[src/orm_pkg.sv]
// Purpose: Shared constants and types for the over-range and clock-out pin mux
// Assumes: One 20 MHz clock, asynchronous active-low reset
// Notes: Reference clock arrives as a sampled level; dividers run on clk_i
`default_nettype none
package orm_pkg;
  localparam int unsigned ORM_CLK_HZ = 20000000;
  localparam int unsigned ORM_THR_W = 12;
  localparam int unsigned ORM_HOLD_W = 8;
  localparam logic [1:0] ORM_SEL_FLAG = 2'h0;
  localparam logic [1:0] ORM_SEL_DIV1 = 2'h1;
  localparam logic [1:0] ORM_SEL_DIV2 = 2'h2;
  localparam logic [1:0] ORM_SEL_DIV4 = 2'h3;
  localparam logic [1:0] ORM_DIV_RST = 2'h0;
  localparam logic [7:0] ORM_HOLD_RST = 8'h00;
  localparam logic [1:0] ORM_VARIANT_QUAD = 2'h2;
  localparam logic [1:0] ORM_VARIANT_DUAL = 2'h1;
  localparam logic [1:0] ORM_VARIANT_SINGLE = 2'h0;
  typedef enum logic [1:0] {ORM_MODE_FLAG, ORM_MODE_CLOCK} orm_mode_t;
endpackage : orm_pkg
`default_nettype wire

[src/orm_flag_if.sv]
// Purpose: Carries one channel's sample and flag between internal modules
// Assumes: Single clock domain
// Notes: Sample is an unsigned magnitude
`default_nettype none
interface orm_flag_if #(parameter int unsigned THR_W = 12);
  logic sample_valid;
  logic [THR_W-1:0] magnitude;
  logic flag;
  modport src (output sample_valid, output magnitude, input flag);
  modport det (input sample_valid, input magnitude, output flag);
endinterface : orm_flag_if
`default_nettype wire

[src/orm_pin_mux.sv]
// Purpose: Over-range flags on the four status pins, with reference clock copies on pins C and D
// Assumes: Reference clocks sampled as levels on clk_i; inputs synchronous
// Notes: Mode and divide changes are applied only at low output phase
//
// Contract
// Each channel flag goes high while its input exceeds the threshold.
// A raised flag stays high at least the programmed hold length.
// Channel B needs dual or quad; channels C, D need quad variant.
// Pin C carries a clock only when selected and PLL enable high.
// Select zero or override-disabled makes pin C carry channel C flag. With override enabled, code gives pin C the override clock at select zero.
// Pin C clock: code 1 undivided, 2 halved, 3 quartered.
// Pin C clock present from reset, straps alone, no register access.
// Any select bit set gives pin D undivided clock from startup.
// Pin D halved or quartered only through register override.
// Pin D gives a clock only while pin C gives a clock.
// Select zero or override-disabled makes pin D carry channel D flag. With override enabled, code gives pin D the override clock at select zero.
// Power-down stops reference repeat and pin C and D clocks.
// PLL enable high turns PLL on; low disables and bypasses it.
// Reference repeat copies selected reference, differential or single-ended; code copies it only while PLL enable high.
// Mode and ratio switches happen without runt pulses.
`default_nettype none
module orm_pin_mux
  import orm_pkg::*;
#(
  parameter int unsigned THR_W = ORM_THR_W,
  parameter int unsigned HOLD_W = ORM_HOLD_W,
  parameter logic [1:0] VARIANT = ORM_VARIANT_QUAD
)(
  input wire logic clk_i,
  input wire logic rstn_i,
  input wire logic [3:0] sample_valid_i,
  input wire logic [4*THR_W-1:0] magnitude_i,
  input wire logic [THR_W-1:0] range_limit_threshold_i,
  input wire logic [HOLD_W-1:0] range_flag_hold_length_i,
  input wire logic [1:0] clock_option_select_i,
  input wire logic clk_ovr_en_i,
  input wire logic clk_ovr_disable_i,
  input wire logic [1:0] clk_ovr_sel_c_i,
  input wire logic [1:0] clk_ovr_sel_d_i,
  input wire logic pll_enable_i,
  input wire logic ref_select_se_i,
  input wire logic ref_clock_diff_i,
  input wire logic ref_clock_se_i,
  input wire logic power_down_pin_i,
  output logic pll_active_o,
  output logic pll_bypass_o,
  output logic ref_clock_repeat_out_o,
  output logic over_range_flag_a_o,
  output logic over_range_flag_b_o,
  output logic over_range_flag_c_or_clock_o,
  output logic over_range_flag_d_or_clock_o
);
  ////////////////////////////////////////////////////////////////////////////
  // Detectors
  logic [3:0] flag;
  logic [3:0] chan_en;

  // Variant gating
  assign chan_en = {(VARIANT == ORM_VARIANT_QUAD), (VARIANT == ORM_VARIANT_QUAD),
                    (VARIANT != ORM_VARIANT_SINGLE), 1'b1} & {4{!power_down_pin_i}};

  genvar g;
  generate
    for (g = 0; g < 4; g++)
    begin : g_det
      orm_flag_if #(.THR_W(THR_W)) fi ();
      assign fi.sample_valid = sample_valid_i[g];
      assign fi.magnitude = magnitude_i[g*THR_W +: THR_W];
      assign flag[g] = fi.flag;
      // Threshold and hold
      orm_detect #(.THR_W(THR_W), .HOLD_W(HOLD_W)) u_det (
        .clk_i(clk_i),
        .rstn_i(rstn_i),
        .enable_i(chan_en[g]),
        .range_limit_threshold_i(range_limit_threshold_i),
        .range_flag_hold_length_i(range_flag_hold_length_i),
        .chan(fi)
      );
    end
  endgenerate

  ////////////////////////////////////////////////////////////////////////////
  // Reference clock selection and dividers
  logic ref_sel;
  logic ref_ff;
  logic nxt_ref;
  logic ref_rise;
  logic [1:0] div_ff;
  logic [1:0] nxt_div;
  logic pll_ok;

  // PLL enable and bypass
  assign pll_active_o = pll_enable_i && !power_down_pin_i;
  assign pll_bypass_o = !pll_enable_i;
  assign pll_ok = pll_enable_i && !power_down_pin_i;

  // Selected reference repeat
  assign ref_sel = ref_select_se_i ? ref_clock_se_i : ref_clock_diff_i;
  assign ref_rise = ref_sel && !ref_ff;

  always_comb
  begin
    nxt_ref = ref_sel;
    nxt_div = div_ff;
    if (ref_rise)
    begin
      nxt_div = div_ff + 2'h1;
    end
    if (!pll_ok)
    begin
      nxt_div = ORM_DIV_RST;
    end
  end

  always_ff @(posedge clk_i or negedge rstn_i)
  begin
    if (!rstn_i)
    begin
      ref_ff <= 1'b0;
      div_ff <= ORM_DIV_RST;
    end
    else
    begin
      ref_ff <= nxt_ref;
      div_ff <= nxt_div;
    end
  end

  ////////////////////////////////////////////////////////////////////////////
  // Pin C and D selection
  logic [1:0] req_c;
  logic [1:0] req_d;
  logic [1:0] sel_c_ff;
  logic [1:0] sel_d_ff;
  logic [1:0] nxt_sel_c;
  logic [1:0] nxt_sel_d;
  logic clk_c;
  logic clk_d;
  logic out_c;
  logic out_d;
  logic out_ref;
  logic out_a;
  logic out_b;
  logic out_c_ff;
  logic out_d_ff;
  logic out_ref_ff;
  logic out_a_ff;
  logic out_b_ff;

  function automatic logic pick_clk(input logic [1:0] sel, input logic r,
                                    input logic [1:0] d);
    logic v;
    v = 1'b0;
    unique case (sel)
      ORM_SEL_FLAG: v = 1'b0;
      ORM_SEL_DIV1: v = r;
      ORM_SEL_DIV2: v = d[0];
      ORM_SEL_DIV4: v = d[1];
    endcase
    return v;
  endfunction : pick_clk

  ////////////////////////////////////////////////////////////////////////////
  // Requested pin modes from straps, override and gating
  always_comb
  begin
    req_c = ORM_SEL_FLAG;
    req_d = ORM_SEL_FLAG;
    // Straps act from reset
    if (clock_option_select_i != ORM_SEL_FLAG)
    begin
      req_c = clock_option_select_i;
      req_d = ORM_SEL_DIV1;
    end
    // Override ratio for D
    if (clk_ovr_en_i)
    begin
      req_c = clk_ovr_sel_c_i;
      req_d = clk_ovr_sel_d_i;
    end
    // Disable returns flags
    if (clk_ovr_disable_i)
    begin
      req_c = ORM_SEL_FLAG;
      req_d = ORM_SEL_FLAG;
    end
    // PLL enable and power-down gate clocks
    if (!pll_ok || VARIANT != ORM_VARIANT_QUAD)
    begin
      req_c = ORM_SEL_FLAG;
    end
    // D clock only with C clock
    if (req_c == ORM_SEL_FLAG)
    begin
      req_d = ORM_SEL_FLAG;
    end
  end

  ////////////////////////////////////////////////////////////////////////////
  // Pin C mode and output
  always_comb
  begin
    nxt_sel_c = sel_c_ff;
    // Switch only at low output phase
    if (!out_c_ff && (req_c == ORM_SEL_FLAG || !pick_clk(req_c, ref_sel, nxt_div)))
    begin
      nxt_sel_c = req_c;
    end
    // Leave clock mode only after pin D has left,
    // so pin D never clocks alone
    if (sel_c_ff != ORM_SEL_FLAG && nxt_sel_c == ORM_SEL_FLAG && sel_d_ff != ORM_SEL_FLAG)
    begin
      nxt_sel_c = sel_c_ff;
    end
    // Pin C clock ratios
    clk_c = pick_clk(nxt_sel_c, ref_sel, nxt_div);
    out_c = (nxt_sel_c == ORM_SEL_FLAG) ? flag[2] : clk_c;
  end

  // Pin C registers
  always_ff @(posedge clk_i or negedge rstn_i)
  begin
    if (!rstn_i)
    begin
      sel_c_ff <= ORM_SEL_FLAG;
      out_c_ff <= 1'b0;
    end
    else
    begin
      sel_c_ff <= nxt_sel_c;
      out_c_ff <= out_c;
    end
  end

  ////////////////////////////////////////////////////////////////////////////
  // Pin D mode and output
  always_comb
  begin
    nxt_sel_d = sel_d_ff;
    // Switch only at low output phase
    if (!out_d_ff && (req_d == ORM_SEL_FLAG || !pick_clk(req_d, ref_sel, nxt_div)))
    begin
      nxt_sel_d = req_d;
    end
    // Enter clock mode only once pin C
    // already carries a clock
    if (sel_d_ff == ORM_SEL_FLAG && (sel_c_ff == ORM_SEL_FLAG || nxt_sel_c == ORM_SEL_FLAG))
    begin
      nxt_sel_d = ORM_SEL_FLAG;
    end
    // Pin D clock ratios
    clk_d = pick_clk(nxt_sel_d, ref_sel, nxt_div);
    out_d = (nxt_sel_d == ORM_SEL_FLAG) ? flag[3] : clk_d;
  end

  // Pin D registers
  always_ff @(posedge clk_i or negedge rstn_i)
  begin
    if (!rstn_i)
    begin
      sel_d_ff <= ORM_SEL_FLAG;
      out_d_ff <= 1'b0;
    end
    else
    begin
      sel_d_ff <= nxt_sel_d;
      out_d_ff <= out_d;
    end
  end

  ////////////////////////////////////////////////////////////////////////////
  // Flag A, flag B and reference repeat
  always_comb
  begin
    // Repeat output gating
    out_ref = pll_ok && ref_sel;
    out_a = flag[0];
    out_b = flag[1];
  end

  // Plain output registers
  always_ff @(posedge clk_i or negedge rstn_i)
  begin
    if (!rstn_i)
    begin
      out_ref_ff <= 1'b0;
      out_a_ff <= 1'b0;
      out_b_ff <= 1'b0;
    end
    else
    begin
      out_ref_ff <= out_ref;
      out_a_ff <= out_a;
      out_b_ff <= out_b;
    end
  end

  assign ref_clock_repeat_out_o = out_ref_ff;
  assign over_range_flag_a_o = out_a_ff;
  assign over_range_flag_b_o = out_b_ff;
  assign over_range_flag_c_or_clock_o = out_c_ff;
  assign over_range_flag_d_or_clock_o = out_d_ff;
endmodule : orm_pin_mux
`default_nettype wire

[src/orm_detect.sv]
// Purpose: Over-range detector with minimum pulse hold for one channel
// Assumes: Threshold and hold length are static or slowly changed
// Notes: Hold counts clock cycles after the last exceeding sample
`default_nettype none
module orm_detect
  import orm_pkg::*;
#(
  parameter int unsigned THR_W = ORM_THR_W,
  parameter int unsigned HOLD_W = ORM_HOLD_W
)(
  input wire logic clk_i,
  input wire logic rstn_i,
  input wire logic enable_i,
  input wire logic [THR_W-1:0] range_limit_threshold_i,
  input wire logic [HOLD_W-1:0] range_flag_hold_length_i,
  orm_flag_if.det chan
);
  logic [HOLD_W-1:0] hold_ff;
  logic [HOLD_W-1:0] nxt_hold;
  logic flag_ff;
  logic nxt_flag;
  logic over;

  always_comb
  begin
    over = enable_i && chan.sample_valid && (chan.magnitude > range_limit_threshold_i);
    nxt_hold = hold_ff;
    nxt_flag = flag_ff;
    if (over)
    begin
      nxt_flag = 1'b1;
      nxt_hold = range_flag_hold_length_i;
    end
    else if (hold_ff != '0)
    begin
      nxt_hold = hold_ff - 1'b1;
    end
    else
    begin
      nxt_flag = 1'b0;
    end
    if (!enable_i)
    begin
      nxt_flag = 1'b0;
      nxt_hold = '0;
    end
  end

  always_ff @(posedge clk_i or negedge rstn_i)
  begin
    if (!rstn_i)
    begin
      hold_ff <= '0;
      flag_ff <= 1'b0;
    end
    else
    begin
      hold_ff <= nxt_hold;
      flag_ff <= nxt_flag;
    end
  end

  assign chan.flag = flag_ff;
endmodule : orm_detect
`default_nettype wire

[config.mk]
export PLATFORM = sky130hd
export DESIGN_NAME = orm_pin_mux
export DESIGN_NICKNAME = d
export VERILOG_FILES = /design/src/orm_pkg.sv /design/src/orm_flag_if.sv /design/src/orm_pin_mux.sv /design/src/orm_detect.sv
export SDC_FILE = /design/constraint.sdc
export NUM_CORES = 1
export LEC_CHECK = 0
export ABC_CLOCK_PERIOD_IN_PS = 3800
export BUFFER_PORTS_ARGS = -buffer_cell sky130_fd_sc_hd__buf_2
export CORE_AREA = 2 2 88 112
export DETAILED_ROUTE_END_ITERATION = 7
export DIE_AREA = 0 0 90 114
export GPL_TIMING_DRIVEN = 0
export HOLD_SLACK_MARGIN = 0.1
export PLACE_DENSITY = 0.77
export SLEW_MARGIN = 0
export SYNTH_ARGS = -nofsm -noshare
export SYNTH_HDL_FRONTEND = slang
export SYNTH_SLANG_ARGS = --single-unit
[constraint.sdc]
create_clock -name clk_i -period 3.8 [get_ports clk_i]
set_clock_uncertainty 0.2 [all_clocks]
set_input_delay 1.14 -clock clk_i [delete_from_list [all_inputs] [get_ports clk_i]]
set_output_delay 1.14 -clock clk_i [all_outputs]
set_load 0.03 [all_outputs]
# Word level (Yosys, flattened, before mapping)
# Index checks and enable logic that the tools add are counted.
totals:
  register_bits: 48
  in_bits: 87
  output_inout_bits: 7
  word_cells: 131
op_classes:
  add_sub_neg: 5
  n_lt_le_gt_ge: 4
  n_eq_ne: 16
  mux: 45
  n_reduce_logical: 44
ops:
  columns: ["op", "n"]
  rows:
  - ["two-way mux 8 bit", 12]
  - ["greater-than comparator 12 bit", 4]
  - ["nonzero test 8 bit", 4]
  - ["subtractor 8 x 1 -> 8 bit, second input constant", 4]
  - ["two-way mux 2 bit", 13]
  - ["== test 2 bit, second input constant", 8]
  - ["logical AND 1 bit", 16]
  - ["two-way mux 1 bit", 16]
  - ["logical NOT 2 bit", 7]
  - ["!= test 3 x 2 -> 1 bit, second input constant", 4]
  - ["nonzero test 3 bit", 4]
  - ["== test 2 x 1 -> 1 bit, second input constant", 4]
  - ["one-hot mux 1 bit (4 select lines)", 2]
  - ["logical NOT 1 bit", 7]
  - ["one-hot mux 1 bit (3 select lines)", 2]
  - ["nonzero test 2 bit", 3]
  - ["logical OR 1 bit", 3]
  - ["adder 2 x 1 -> 2 bit, second input constant", 1]

# Longest topological paths before layout
logic_depth:
  ltp_word: 22
  mapped_depth: 10
  depth_no_buf: 9

# Hierarchy
# From an unflattened synthesis, not the netlist that was laid out.
unflattened:
  hier_cells: 506
  hier_area_um2: 4534.3
modules_own_cells:
  columns: ["module", "n_inst", "cells_each", "area_per_inst_um2", "seq_area_each_um2"]
  rows:
  - ["orm_detect", 4, 106, 920.9, 225.2]
  - ["orm_pin_mux", 1, 82, 850.8, 300.3]

# Worst setup path before layout
# No wires, ideal clock.
synth_path:
  path_type: "in2reg"
  from: "input port range_limit_threshold_i[5]"
  to: "register g_det[2].u_det.hold_ff[7]"
  setup_time_ps: 78
  t_arrival_ps: 2940
  required_ps: 3522
  setup_slack_ps: 582
  path_stages: 10
  path_cell_list: "inv_1 > ha_1 > a21o_1 > a21o_1 > a21oi_1 > o221ai_1 > o2111a_1 > buf_1 > or3_1 > a21oi_1"
synth_via:
  elab_chain_cells: 4
synth_rtl:
  columns: ["item", "line", "rtl"]
  rows:
  - ["start, declared", "orm_pin_mux.sv:33", "input wire logic [THR_W-1:0] range_limit_threshold_i,"]
  - ["greater-than comparator 12 bit (*)", "orm_detect.sv:26", "over = enable_i && chan.sample_valid && (chan.magnitude > range_limit_threshold_i);"]
  - ["logical AND 1 bit (*)", "orm_detect.sv:26", null]
  - ["two-way mux 8 bit", "orm_detect.sv:29", "if (over)"]
  - ["two-way mux 8 bit", "orm_detect.sv:42", "if (!enable_i)"]
  - ["end signal, assigned", "orm_detect.sv:58", "hold_ff <= nxt_hold;"]
  - ["end, declared", "orm_detect.sv:18", "logic [HOLD_W-1:0] hold_ff;"]
# Mark *: on every way between the ends. The rest lies on a longest branch, timed or not.
# A chain may end at the register's enable or synchronous reset.

# Final worst setup path
layout_path:
  from: "input port range_limit_threshold_i[5]"
  to: "register g_det[0].u_det.hold_ff[0]"
layout_via:
  elab_chain_cells: 4
layout_rtl:
  columns: ["item", "line"]
  rows:
  - ["greater-than comparator 12 bit (*)", "orm_detect.sv:26"]
  - ["logical AND 1 bit (*)", "orm_detect.sv:26"]
  - ["two-way mux 8 bit", "orm_detect.sv:29"]
  - ["two-way mux 8 bit", "orm_detect.sv:42"]
  - ["end signal, assigned", "orm_detect.sv:58"]
  - ["end, declared", "orm_detect.sv:18"]
# Marked as above.

==> results.toml <==
[outcome]
status = "completed"

[worst_setup_path]
slowest_stage = "clkbuf_1"
regToRegEndpoint = "g_det[0].u_det.hold_ff[0]$_DFFE_PN0P_"
worst-endpoint-required_ns = 3.75
worstPathBufferInverterCount = 3
worstPathMaxFanout = 10
slowest_delay_ns = 0.44
timing.critical_path.from = "range_limit_threshold_i[5]"
cp_cell_sequence = "buf_2 > inv_1 > ha_1 > a21o_1 > a21o_1 > a21oi_1 > or2_2 > a31oi_1 > clkbuf_1 > mux2i_1 > nor2_1"
worst_path_most_repeated_cell = "a21o_1"
critical_path_arrival_ns = 3.42
worst_setup_path_end_kind = "flop"
r2r_cells = 5
critical_path.reg2reg.startpoint = "g_det[0].u_det.hold_ff[4]$_DFFE_PN0P_"
critPathTopFamily = "compound AO/OA/AOI/OAI gates"
setup.worst_path.start_class = "input pin"
timing_worst_setup_path_type = "input pin to flop"
r2r_slack_ns = 1.31

[floorplanning]
die_height_um = 114
design.die.area_mm2 = 0.01026
start_util = 0.4349
core_area_mm2 = 0.009309
boundaryPins = 94
floorplan.rows = 40
die-width_um = 90

[clocking]
h-tree-depth = 2
postCtsSetupBuffers = 0
cts_root_buf = "clkbuf_16"
post_cts_hold_buffer_count = 0
ctsLongestPathBuffers = 2
clk_pin_slew_worst_paths_ns = 0.07
tritoncts = "yes"
cts_made_buffers = 5
cts_sinks = 48
insertion_delay_ns = 0.29
cts_resized = 0

[yosys]
synthDistinctLibCells = 53
synth_top_flop_cell = "dfrtp_1"
post_synth_instance_area_mm2 = 0.004049
ys_ff_latch = 48
postSynthCellCount = 454
yosysTopAreaCell = "dfrtp_1"
synth-warning-count = 0
syn_avg_cell_area_um2 = 8.918
netlist_top_cells_area = "dfrtp_1 30%, ha_1 17%, mux2i_1 4.7%, a21oi_1 4.3%, xnor2_1 3.9%"
seq_area_frac_synth = 0.2967
async_flop_share = 1.000
synth-edff-count = 0
netlist.area_leader.share = 0.2967
synth_nets = 597

[layout]
syn2layout_area_growth_pct = 19.07
nets = 696
drive_gt1_frac = 0.2310
antenna_cells = 0
multi_input_area_mm2 = 0.002660
design_area_mm2 = 0.004821
filler_cell_count = 852
instances_no_fill = 680
seq_area_mm2 = 0.001201
post-route-util = 0.5179

[grt]
grt_antenna_before_repair = 0
grt_first_pass_wirelength_mm = 16.71
grt_start_max_net_pins = 49
grt_util_all_layers = 0.1971
first_global_vias = 3678
global_route.overflow_total = 0

[detailed_routing]
detail_route.wirelength_mm = 10.15
detail-route-antenna-nets = 0
vias = 3712
detail_route.vias_per_cell = 5.459
detail_route.first_pass.iterations = 4
drt_drc_violations_left = 0
detail_routed_net_length_per_standard_cell_um = 14.93
1st_iter_drt_viols = 154

[sta]
grt_setup_unrepaired = "false"
max_slew_margin = 0.2782
fin_crit_ns = 3.470
finalSetupTns_ns = 0
report.final.slew_viol_count = 0
fmax_ghz = 0.2882
worst_slew_pin_slew_ns = 1.083
whs_ns = 0.1755
timing.final.crit_share = 0.9130
finalSetupViolations = 0
final-hold-violation-count = 0
setup_slack_ns = 0.3304

[placement]
detailedPlace.worstSlack_ns = 0.1105
gp_routability_congestion = 0.8559
port_buffers = 92
place_hpwl_mm = 7.864
placed_instance_area_mm2 = 0.004667
numPlacedInstances = 672

[power]
largest_vdd_supply_drop_v = 0.0004601
cellLeakagePower_nw = 2.413
post-layout-total-power_mw = 2.750
power.density_cell_area_mw_per_mm2 = 570.4

[worst_hold_path]
min_delay_path_depth = 0
worstHoldPathType = "flop to flop"
worstHoldStart = "g_det[0].u_det.chan.flag$_DFFE_PN0P_"
min_to = "over_range_flag_a_o$_DFF_PN0_"

[run]
drv_cap = 0
[cell usage after synthesis, types with 6 or more instances]
master    instances
a21o_1           17
a21oi_1          35
clkbuf_1          6
dfrtp_1          48
ha_1             56
inv_1            33
mux2i_1          19
nand2_1          40
nand4_1          13
nor2_1           30
nor3_1           12
o21ai_0           9
or2_2             8
or3_1            24
xnor2_1          18
xor2_1            7
[state kept, by name, indices dropped and copies added, names as in the netlist]
register and count:
over_range_flag_c_or_clock_o 1, ref_ff 1, over_range_flag_a_o 1, ref_clock_repeat_out_o 1
sel_d_ff 2, g_det.u_det.hold_ff 32, div_ff 2, sel_c_ff 2
over_range_flag_b_o 1, over_range_flag_d_or_clock_o 1, g_det.u_det.chan.flag 4
[cells by family (layout without fill, tap and decap cells)]
kind of cell             count (synthesis)  after routing  synth area share
XOR/XNOR                                25             25           0.05408
buffers and inverters                   45            145           0.04635
AO/OA/AOI/OAI                           96             96            0.1598
flip-flops                              48             48            0.2967
adder cells (fa/ha/maj)                 56             56            0.1731
multiplexers                            22             22           0.05531
AND/OR/NAND/NOR                        162            162            0.2148
[worst reg2reg max path: stages (launching register included)]
cell     delay (ns)
dfrtp_1        0.40
or4_1          0.62
nor4b_2        0.71
xnor2_1        0.15
mux2i_1        0.20
nor2_1         0.07
[layout make-up]
class | count | area share
Buffer | 12 | 0.01324
Clock buffer | 6 | 0.02881
Clock inverter | 2 | 0.003114
Inverter | 33 | 0.02569
Multi-Input combinational cell | 361 | 0.5518
Sequential cell | 48 | 0.2492
Tap cell | 126 | 0.03270
Timing Repair Buffer | 92 | 0.09551
[power by group]
part	switching, mW	leakage [nW]	internal [mW]	total, mW
logic	0.725	1.71	0.721	1.45
registers	0.171	0.637	0.681	0.852
clock network	0.191	0.0691	0.262	0.452
total	1.09	2.41	1.66	2.75
[per-layer routing]
layer | wire length, µm | part of all wire | track usage
met1 | 4269 | 0.42 | 0.2304
met2 | 5208 | 0.51 | 0.3729
met3 | 507 | 0.050 | 0.03170
met4 | 169 | 0.017 | 0.05436
met5 | 0 | 0 | 0
[worst max path at each step]
| stage | to | slack, ns | cells past startpoint |
|---|---|---|---|
| after detailed placement | g_det[0].u_det.hold_ff[0]$_DFFE_PN0P_ | 0.11 | 11 |
| after global placement | g_det[2].u_det.hold_ff[7]$_DFFE_PN0P_ | 0.18 | 11 |
| final | g_det[0].u_det.hold_ff[0]$_DFFE_PN0P_ | 0.33 | 11 |
| after global routing | g_det[0].u_det.hold_ff[0]$_DFFE_PN0P_ | 0.25 | 11 |
| after floorplan | g_det[2].u_det.hold_ff[7]$_DFFE_PN0P_ | 0.58 | 10 |
| after CTS | g_det[0].u_det.hold_ff[0]$_DFFE_PN0P_ | 0.36 | 11 |
[placed cells by master, fill, tap and decap left out, drive strengths merged, types with 5 or more instances in the layout]
cell type	instances
nand3	5
nor3	13
or2	8
ha	56
nand4	13
nand2	40
buf	98
or3	24
nor2	30
xnor2	18
nor3b	5
a31oi	5
clkbuf	12
a21o	17
inv	33
dfrtp	48
nand2b	5
nor4	5
mux2i	19
o21ai	11
a21oi	36
xor2	7
(Power assumes the default switching activity.)
